`config.mk`:
```
export PLATFORM = sky130hd
export DESIGN_NAME = smch_top
export DESIGN_NICKNAME = d
export VERILOG_FILES = /design/src/common/smch_pkg.sv /design/src/rtl/smch_sync.sv /design/src/rtl/smch_timer.sv /design/src/rtl/smch_top.sv
export SDC_FILE = /design/constraint.sdc
export NUM_CORES = 1
export LEC_CHECK = 0
export ABC_AREA = 0
export ABC_CLOCK_PERIOD_IN_PS = 6600
export BUFFER_PORTS_ARGS = -buffer_cell sky130_fd_sc_hd__buf_2
export CORE_MARGIN = 2
export CORE_UTILIZATION = 50
export CTS_CLUSTER_SIZE = 16
export DETAILED_ROUTE_END_ITERATION = 10
export MAX_ROUTING_LAYER = met4
export PLACE_DENSITY = 0.81
export RECOVER_POWER = 50
export SYNTH_ARGS = -nofsm -noshare
export SYNTH_HDL_FRONTEND = slang
export SYNTH_SLANG_ARGS = --single-unit
```
`constraint.sdc`:
```
create_clock -name clk_i -period 6.6 [get_ports clk_i]
set_input_delay 0.33 -clock clk_i [delete_from_list [all_inputs] [get_ports clk_i]]
set_output_delay 0.33 -clock clk_i [all_outputs]
set_load 0.005 [all_outputs]
```
`src/common/smch_pkg.sv`:
```
// shared constants and carrier types for the stop-mode and contact-hold block
package smch_pkg;
	// clock and time base
	localparam int unsigned CLK_HZ      = 100_000_000;
	localparam int unsigned DELAY_UNIT_S = 1;
	localparam int unsigned CYC_PER_SEC = DELAY_UNIT_S * CLK_HZ;

	// stop-method codes
	localparam logic [15:0] STOP_RAMP_A    = 16'h270f;  // 9999
	localparam logic [15:0] STOP_RAMP_B    = 16'h22b8;  // 8888
	localparam logic [15:0] STOP_SHORT_MAX = 16'h0064;  // 100 s
	localparam logic [15:0] STOP_LONG_MIN  = 16'h03e8;  // 1000
	localparam logic [15:0] STOP_LONG_MAX  = 16'h044c;  // 1100
	localparam logic [15:0] CODE_NONE      = 16'h270f;  // 9999 sentinel

	// frequencies in 0.01 Hz units
	localparam logic [15:0] HOLD_FREQ_MAX  = 16'h0bb8;  // 30 Hz
	localparam logic [15:0] HOLD_CARR_FREQ = 16'h012c;  // 3 Hz
	localparam logic [15:0] LOW_FREQ_RST   = 16'h03e8;  // 10 Hz default

	// contact-hold select value that enables the feature
	localparam logic        HOLD_SEL_ON = 1'b1;

	// output reset values
	localparam logic [15:0] FREQ_RST  = 16'h0000;
	localparam logic [15:0] LEVEL_RST = 16'h0000;
	localparam logic [3:0]  CARR_RST  = 4'h0;

	// stored settings, all on the block's own clock
	typedef struct packed {
		logic [15:0] stop_method_setting;
		logic        contact_hold_select;
		logic [15:0] low_speed_frequency;
		logic [15:0] second_stall_level;
		logic [15:0] normal_stall_level;
		logic [15:0] low_speed_excitation_factor;
		logic [15:0] contact_hold_carrier_select;
		logic [3:0]  normal_carrier_select;
		logic [15:0] starting_frequency;
	} smch_cfg_s;

	// operating conditions that override stop method or contact hold
	typedef struct packed {
		logic power_fail_stop;
		logic panel_stop;
		logic comm_err_stop;
		logic net_estop;
		logic panel_op;
		logic jog_op;
		logic panel_ext_op;
		logic pid_op;
		logic remote_set_op;
		logic auto_accel_op;
	} smch_cond_s;

	// sequencer states
	typedef enum logic [4:0] {
		ST_IDLE  = 5'b00001,
		ST_RUN   = 5'b00010,
		ST_DECEL = 5'b00100,
		ST_WAIT  = 5'b01000,
		ST_FREE  = 5'b10000
	} smch_state_e;
endpackage : smch_pkg

```
`src/rtl/smch_sync.sv`:
```
// two-flop synchroniser for the contact input pins
`timescale 1ns/100ps
`default_nettype none
module smch_sync #(
	parameter int W = 4
) (
	input  wire logic         clk_i,
	input  wire logic         rst_i,
	input  wire logic         ce_i,
	input  wire logic [W-1:0] pin_i,
	output logic      [W-1:0] sync_o
);
	logic [W-1:0] meta_r;

	// first stage feeds only the second stage
	for (genvar g = 0; g < W; g++) begin : g_bit
		always_ff @(posedge clk_i) begin
			if (rst_i) begin
				meta_r[g] <= 1'b0;
				sync_o[g] <= 1'b0;
			end else if (ce_i) begin
				meta_r[g] <= pin_i[g];
				sync_o[g] <= meta_r[g];
			end
		end
	end
endmodule : smch_sync
`default_nettype wire

```
`src/rtl/smch_timer.sv`:
```
// whole-second coast delay timer with load and cancel
`timescale 1ns/100ps
`default_nettype none
module smch_timer #(
	parameter int unsigned CYC_PER_SEC = 100
) (
	input  wire logic       clk_i,
	input  wire logic       rst_i,
	input  wire logic       ce_i,
	input  wire logic       start_i,
	input  wire logic       cancel_i,
	input  wire logic [6:0] secs_i,
	output logic            done_o
);
	logic [31:0] pre_r;
	logic [6:0]  rem_r;
	logic        busy_r;

	// a fresh start always reloads, so each release counts from zero
	always_ff @(posedge clk_i) begin
		if (rst_i) begin
			pre_r  <= 32'h0;
			rem_r  <= 7'h0;
			busy_r <= 1'b0;
			done_o <= 1'b0;
		end else if (ce_i) begin
			if (start_i) begin
				pre_r  <= 32'h0;
				rem_r  <= secs_i;
				busy_r <= 1'b1;
				done_o <= 1'b0;
			end else if (cancel_i) begin
				busy_r <= 1'b0;
				done_o <= 1'b0;
			end else if (busy_r) begin
				if (rem_r == 7'h0) begin
					busy_r <= 1'b0;
					done_o <= 1'b1;
				end else if (pre_r == CYC_PER_SEC - 1) begin
					pre_r <= 32'h0;
					rem_r <= rem_r - 7'h1;
				end else begin
					pre_r <= pre_r + 32'h1;
				end
			end
		end
	end
endmodule : smch_timer
`default_nettype wire

```
`src/rtl/smch_top.sv`:
```
// stop-method sequencer and contact-hold selection for the motor drive
// What this block does
// ramp codes 9999/8888: decelerate to zero once run command drops
// codes 1000..1100: shut output off setting-minus-1000 seconds after release
// coast mode: keep driving through the delay, then shut output off
// running indication drops together with output shutoff
// power-fail, panel, comm-error or network stops override stop method
// run again while coasting restarts from the starting frequency
// contact hold only when its select setting equals one
// low-speed setting is the contact-hold frequency, 0..400 Hz
// contact-hold frequency clamped to 30 Hz
// hold entered when both inputs on, any order; left when either drops
// hold frequency replaces whatever speed was running before
// hold uses second stall level; 9999 falls back to normal level
// hold at 3 Hz or less uses hold carrier; 9999 keeps normal
// excitation factor only under advanced flux vector; 9999 means none
// hold disabled in panel, jog, panel+ext, PID, remote, auto accel
// controller selects terminal operation and flux vector control first
// settings 0..100 s: coast to stop after that delay from release
// coast timer restarts on each release and cancels on re-run
`timescale 1ns/100ps
`default_nettype none
module smch_top
	import smch_pkg::*;
#(
	parameter int unsigned CYC_PER_SEC = smch_pkg::CYC_PER_SEC
) (
	input  wire logic                 clk_i,
	input  wire logic                 rst_i,
	input  wire logic                 ce_i,
	input  wire logic                 forward_run_cmd_i,
	input  wire logic                 reverse_run_cmd_i,
	input  wire logic                 low_speed_input_i,
	input  wire logic                 second_function_input_i,
	input  wire smch_pkg::smch_cfg_s  cfg_i,
	input  wire smch_pkg::smch_cond_s cond_i,
	input  wire logic                 adv_flux_vector_i,
	input  wire logic [15:0]          set_frequency_i,
	input  wire logic [15:0]          output_frequency_i,
	output logic                      running_o,
	output logic                      output_shutoff_o,
	output logic                      decel_req_o,
	output logic                      start_load_o,
	output logic                      hold_active_o,
	output logic [15:0]               freq_cmd_o,
	output logic [15:0]               stall_level_o,
	output logic [3:0]                carrier_sel_o,
	output logic [15:0]               excitation_o,
	output logic                      excitation_en_o,
	output logic                      fast_limit_en_o
);
	import smch_pkg::*;

	smch_state_e state_r;
	smch_state_e state_nxt;
	logic [3:0]  pins_s;
	logic        run_cmd;
	logic        ramp_code;
	logic        long_code;
	logic        short_code;
	logic [6:0]  delay_secs;
	logic        stop_override;
	logic        hold_inhibit;
	logic        hold_nxt;
	logic        tmr_start;
	logic        tmr_cancel;
	logic        tmr_done;
	logic        start_nxt;
	logic [15:0] hold_freq;
	logic [15:0] sm_minus;

	// pins come from the machine controller, outside this clock
	smch_sync #(
		.W(4)
	) u_sync (
		.clk_i  (clk_i),
		.rst_i  (rst_i),
		.ce_i   (ce_i),
		.pin_i  ({forward_run_cmd_i, reverse_run_cmd_i,
			low_speed_input_i, second_function_input_i}),
		.sync_o (pins_s)
	);

	assign run_cmd = pins_s[3] | pins_s[2];

	// stop-method decode
	assign sm_minus   = cfg_i.stop_method_setting - STOP_LONG_MIN;
	assign ramp_code  = (cfg_i.stop_method_setting == STOP_RAMP_A) ||
		(cfg_i.stop_method_setting == STOP_RAMP_B);
	assign long_code  = (cfg_i.stop_method_setting >= STOP_LONG_MIN) &&
		(cfg_i.stop_method_setting <= STOP_LONG_MAX);
	assign short_code = cfg_i.stop_method_setting <= STOP_SHORT_MAX;
	assign delay_secs = long_code ? sm_minus[6:0]
		: cfg_i.stop_method_setting[6:0];

	// any of these stops takes over and the stop method is ignored
	assign stop_override = cond_i.power_fail_stop | cond_i.panel_stop |
		cond_i.comm_err_stop | cond_i.net_estop;

	// sequencer next state
	always_comb begin
		state_nxt = state_r;
		case (state_r)
			ST_IDLE: begin
				if (run_cmd)
					state_nxt = ST_RUN;
			end
			ST_RUN: begin
				if (!run_cmd) begin
					if (stop_override || ramp_code)
						state_nxt = ST_DECEL;
					else if (long_code || short_code)
						state_nxt = ST_WAIT;
					else
						state_nxt = ST_DECEL;
				end
			end
			ST_WAIT: begin
				if (run_cmd)
					state_nxt = ST_RUN;
				else if (stop_override)
					state_nxt = ST_DECEL;
				else if (tmr_done)
					state_nxt = ST_FREE;
			end
			ST_DECEL: begin
				if (run_cmd)
					state_nxt = ST_RUN;
				else if (output_frequency_i == FREQ_RST)
					state_nxt = ST_IDLE;
			end
			ST_FREE: begin
				if (run_cmd)
					state_nxt = ST_RUN;
			end
			default: state_nxt = ST_IDLE;
		endcase
	end

	// timer is reloaded on every release and dropped when run returns
	assign tmr_start  = (state_r == ST_RUN) && (state_nxt == ST_WAIT);
	assign tmr_cancel = (state_r == ST_WAIT) && (state_nxt != ST_WAIT);
	assign start_nxt  = (state_r == ST_FREE || state_r == ST_IDLE) &&
		(state_nxt == ST_RUN);

	smch_timer #(
		.CYC_PER_SEC(CYC_PER_SEC)
	) u_timer (
		.clk_i    (clk_i),
		.rst_i    (rst_i),
		.ce_i     (ce_i),
		.start_i  (tmr_start),
		.cancel_i (tmr_cancel),
		.secs_i   (delay_secs),
		.done_o   (tmr_done)
	);

	// contact-hold qualification
	assign hold_inhibit = cond_i.panel_op | cond_i.jog_op |
		cond_i.panel_ext_op | cond_i.pid_op | cond_i.remote_set_op |
		cond_i.auto_accel_op;
	assign hold_nxt = (cfg_i.contact_hold_select == HOLD_SEL_ON) &&
		pins_s[1] && pins_s[0] && !hold_inhibit;
	assign hold_freq = (cfg_i.low_speed_frequency > HOLD_FREQ_MAX) ?
		HOLD_FREQ_MAX : cfg_i.low_speed_frequency;

	// sequencer state register
	always_ff @(posedge clk_i) begin
		if (rst_i)
			state_r <= ST_IDLE;
		else if (ce_i)
			state_r <= state_nxt;
	end

	// run indication and shutoff change together, never apart
	always_ff @(posedge clk_i) begin
		if (rst_i) begin
			running_o        <= 1'b0;
			output_shutoff_o <= 1'b1;
			decel_req_o      <= 1'b0;
			start_load_o     <= 1'b0;
		end else if (ce_i) begin
			running_o        <= (state_nxt == ST_RUN) ||
				(state_nxt == ST_WAIT) || (state_nxt == ST_DECEL);
			output_shutoff_o <= (state_nxt == ST_FREE) ||
				(state_nxt == ST_IDLE);
			decel_req_o      <= state_nxt == ST_DECEL;
			start_load_o     <= start_nxt;
		end
	end

	// frequency command: start pulse, then hold or normal reference
	always_ff @(posedge clk_i) begin
		if (rst_i) begin
			hold_active_o <= 1'b0;
			freq_cmd_o    <= FREQ_RST;
		end else if (ce_i) begin
			hold_active_o <= hold_nxt;
			if (start_nxt)
				freq_cmd_o <= cfg_i.starting_frequency;
			else if (hold_nxt)
				freq_cmd_o <= hold_freq;
			else
				freq_cmd_o <= set_frequency_i;
		end
	end

	// stall, carrier, excitation and fast current limit selection
	always_ff @(posedge clk_i) begin
		if (rst_i) begin
			stall_level_o   <= LEVEL_RST;
			carrier_sel_o   <= CARR_RST;
			excitation_o    <= LEVEL_RST;
			excitation_en_o <= 1'b0;
			fast_limit_en_o <= 1'b1;
		end else if (ce_i) begin
			if (hold_nxt && cfg_i.second_stall_level != CODE_NONE)
				stall_level_o <= cfg_i.second_stall_level;
			else
				stall_level_o <= cfg_i.normal_stall_level;
			// carrier swap waits for low speed to avoid audible steps
			if (hold_nxt && output_frequency_i <= HOLD_CARR_FREQ &&
				cfg_i.contact_hold_carrier_select != CODE_NONE)
				carrier_sel_o <= cfg_i.contact_hold_carrier_select[3:0];
			else
				carrier_sel_o <= cfg_i.normal_carrier_select;
			// excitation boost only meaningful under advanced flux vector
			excitation_en_o <= adv_flux_vector_i &&
				cfg_i.low_speed_excitation_factor != CODE_NONE;
			excitation_o    <= cfg_i.low_speed_excitation_factor;
			fast_limit_en_o <= !hold_nxt;
		end
	end
endmodule : smch_top
`default_nettype wire

```
==> run_results.csv <==
group,metric,value,unit
logic_synthesis,synth_warnings,0,
critical_path,cp_slowest_stage_delay,2.61,ns
layout,mostFrequentLayoutCells,"173 x buf_2, 113 x dfxtp_1, 78 x nor2_1",
sta,rsz0062_at_grt,"false",
logic_synthesis,synth_edf_count,0,
global_routing,grt_antenna_before_repair,0,
clock_network,clk_pin_slew_worst_paths,0.05,ns
sta,report.final.slew_viol_count,85,
status,violations,"max-capacitance violations, max-slew violations",
sta,fin_worst_skew,0.00854,ns
layout,antenna_cells,0,
layout,nNetsFinal,1124,
detailed_routing,wl_per_cell,16.1,um
detailed_routing,drc,0,
critical_path,cp_slowest_cell,"clkbuf_1",
logic_synthesis,synth_cell_types,73,
global_routing,grt_start_max_net_pins,85,
sta,finalCriticalPeriod,4.69,ns
logic_synthesis,synthXorXnorAreaFrac,0.708,%
detailed_routing,drt-pass1-iter-count,5,
global_routing,grt_pass1_wl,28.0,mm
logic_synthesis,syn-num-nets,922,
run,cap_violations,1,
logic_synthesis,yosys_register_bits,113,
logic_synthesis,synth_area_leaders,"dfxtp_1 37%, mux2i_1 7.1%, a21oi_1 5.9%",
placed_design,place_hpwl,13.1,mm
logic_synthesis,synth.avg_cell_area,8.24,sq um
clock_network,clock_latency,0.42,ns
logic_synthesis,synth_compound_area_share,24.7,%
power,ir_worst_vdd,172,uV
critical_path,setup.worst_path.start,"rst_i",
die,start_util,51.3,%
status,status,"finished with violations",
critical_path,crit_type,"primary input to register",
die,ios,226,
hold_path,hp-class,"primary input to register",
global_routing,overflow,0,
clock_network,htreeDepth,4,
logic_synthesis,synth_top_area_share,36.6,%
layout,fillers,1077,
clock_network,cts_num_sinks,113,
detailed_routing,routed_via_density,5.85,
critical_path,critPathArrivalTime,4.94,ns
layout,stdcell_area,7930,sq um
die,num_rows,40,
layout,fin_util,65.7,%
global_routing,grt_usage,27.1,%
sta,post-route-period-util,71.1,%
die,die_x,115,um
layout,final_layout_size_suffix_gt1_share,23.9,%
clock_network,clockBufferDepth,2,
layout,area_growth,28.2,%
logic_synthesis,synth_fa_ha_area_share,0.809,%
critical_path,worstPathMaxFanout,84,
logic_synthesis,synth_top_family_by_area,"simple AND/OR/NAND/NOR gates",
hold_path,worstHoldStart,"low_speed_input_i",
clock_network,cts_setup_buffers,0,
logic_synthesis,synth_simple_gate_area_share,26.3,%
placed_design,gp_congestion,0.909,
die,core,12100,sq um
detailed_routing,vias,6624,
sta,max_freq,213,MHz
placed_design,io_buffers,225,
logic_synthesis,synth_seq_area_share,36.6,%
sta,tns,0,ns
clock_network,cts_root_buf,"clkbuf_16",
power,power_density,236,nW/um^2
power,finalPower,1.87,mW
placed_design,dpl-instance-area,7390,sq um
critical_path,startpoint_type,"primary input",
clock_network,cts_buffers,17,
critical_path,crit_chain,"buf_2 -> clkbuf_1 -> nor2_1 -> nor2_2 -> a21oi_1",
logic_synthesis,synthFlopType,"dfxtp_1",
detailed_routing,wl,18.2,mm
clock_network,cts_tree,"done",
power,cellLeakagePower,3.17,nW
clock_network,cts_resized,0,
sta,setup_violations,0,
clock_network,postCtsHoldBufs,0,
logic_synthesis,syn_inst,751,
die,die-area,13300,sq um
critical_path,end_kind,"register",
detailed_routing,antenna_left,0,
logic_synthesis,async_flop_share,0,%
logic_synthesis,yosys.area.top_type,"dfxtp_1",
sta,slew-limit-headroom,-150,%
critical_path,worstReg2RegStart,"state_r[2]$_SDFFE_PP0P_",
critical_path,worstPathRequired,6.84,ns
die,die_y,115,um
sta,hold_viol_final,0,
global_routing,grt_pass1_vias,5888,
logic_synthesis,synthMuxAreaShare,7.12,%
logic_synthesis,synthesis.area,6180,sq um
layout,mostFrequentLayoutCell,"buf_2",
detailed_routing,drtIter0Drc,559,
sta,tightest_slew,3.74,ns
-- cells in the mapped netlist (all sizes together), types with 4 or more instances --
library cell / count
a2111oi: 5
a211oi: 25
a21o: 4
a21oi: 75
a221o: 4
a221oi: 5
and2: 5
and3: 20
buf: 12
clkbuf: 37
dfxtp: 113
ha: 4
inv: 9
mux2i: 44
nand2: 45
nand2b: 5
nand3: 21
nand4: 22
nand4b: 4
nor2: 79
nor2b: 6
nor3: 18
nor4: 14
nor4b: 5
nor4bb: 4
o211ai: 8
o21ai: 50
o21bai: 5
o221ai: 10
o31ai: 8
o41ai: 4
or3: 26
or4: 13
-- report_power, final --
part	switching (mW)	leakage (nW)	total, mW	internal [mW]
Clock	0.312	0.288	0.931	0.620
Sequential	0.0161	0.923	0.725	0.709
Combinational	0.123	1.96	0.217	0.0941
-- final timing paths --
kind                               endpoint  slack (ns)  depth (start not counted)
max          u_timer.pre_r[21]$_SDFFE_PP0P_        1.91                          5
min           u_sync.meta_r[1]$_SDFFE_PP0P_        0.16                          3
max reg2reg  u_timer.pre_r[21]$_SDFFE_PP0P_        2.69                          7
min reg2reg   stall_level_o[2]$_SDFFE_PP0P_        0.46                          2
-- sequential cells by signal, indices dropped and copies added (netlist names), 4 cells and up --
| register | count |
|---|---|
| u_timer.pre_r | 32 |
| excitation_o | 16 |
| freq_cmd_o | 16 |
| stall_level_o | 16 |
| u_timer.rem_r | 7 |
| state_r | 5 |
| carrier_sel_o | 4 |
| u_sync.meta_r | 4 |
| u_sync.sync_o | 4 |
-- per-layer routing --
metal  vias up  track usage [%]  part of all wire [%]
met2       246             42.9                    47
met4         0             9.64                   1.8
met5         -                -                     0
li1       3270                -                     -
met3        29             7.12                   6.6
met1      3079             33.5                    44
-- critical path: cells and delay by family --
family / cells / cell delay, ns
AO/OA/AOI/OAI: 1 / 0.09
buffers and inverters: 2 / 2.68
AND/OR/NAND/NOR: 2 / 1.80
-- kinds of logic after synthesis --
| family | count (synthesis) |
|---|---|
| simple gates | 301 |
| flops | 113 |
| fa+ha+maj | 4 |
| mux | 44 |
| compound gates | 226 |
| xor+xnor | 5 |
| buf+inv | 58 |
-- cell type report --
| type | instances | area, sq um | area share, % |
|---|---|---|---|
| Clock inverter | 9 | 131 | 1.66 |
| Multi-Input combinational cell | 580 | 3700 | 46.7 |
| Tap cell | 168 | 210 | 2.65 |
| Clock buffer | 22 | 474 | 5.98 |
| Sequential cell | 113 | 2260 | 28.5 |
| Timing Repair Buffer | 232 | 1110 | 14.0 |
| Inverter | 9 | 33.8 | 0.426 |
-- metrics by stage --
step                      cells  hold slack (ns)  setup WS (ns)
after CTS                  1133            0.144           2.85
after global routing       1133            0.168           1.32
final                      1133            0.156           1.91
after detailed placement   1102            0.454           2.89
after global placement     1102            0.447           2.97
after floorplan             751            0.454           3.99
(Power assumes the default switching activity.)
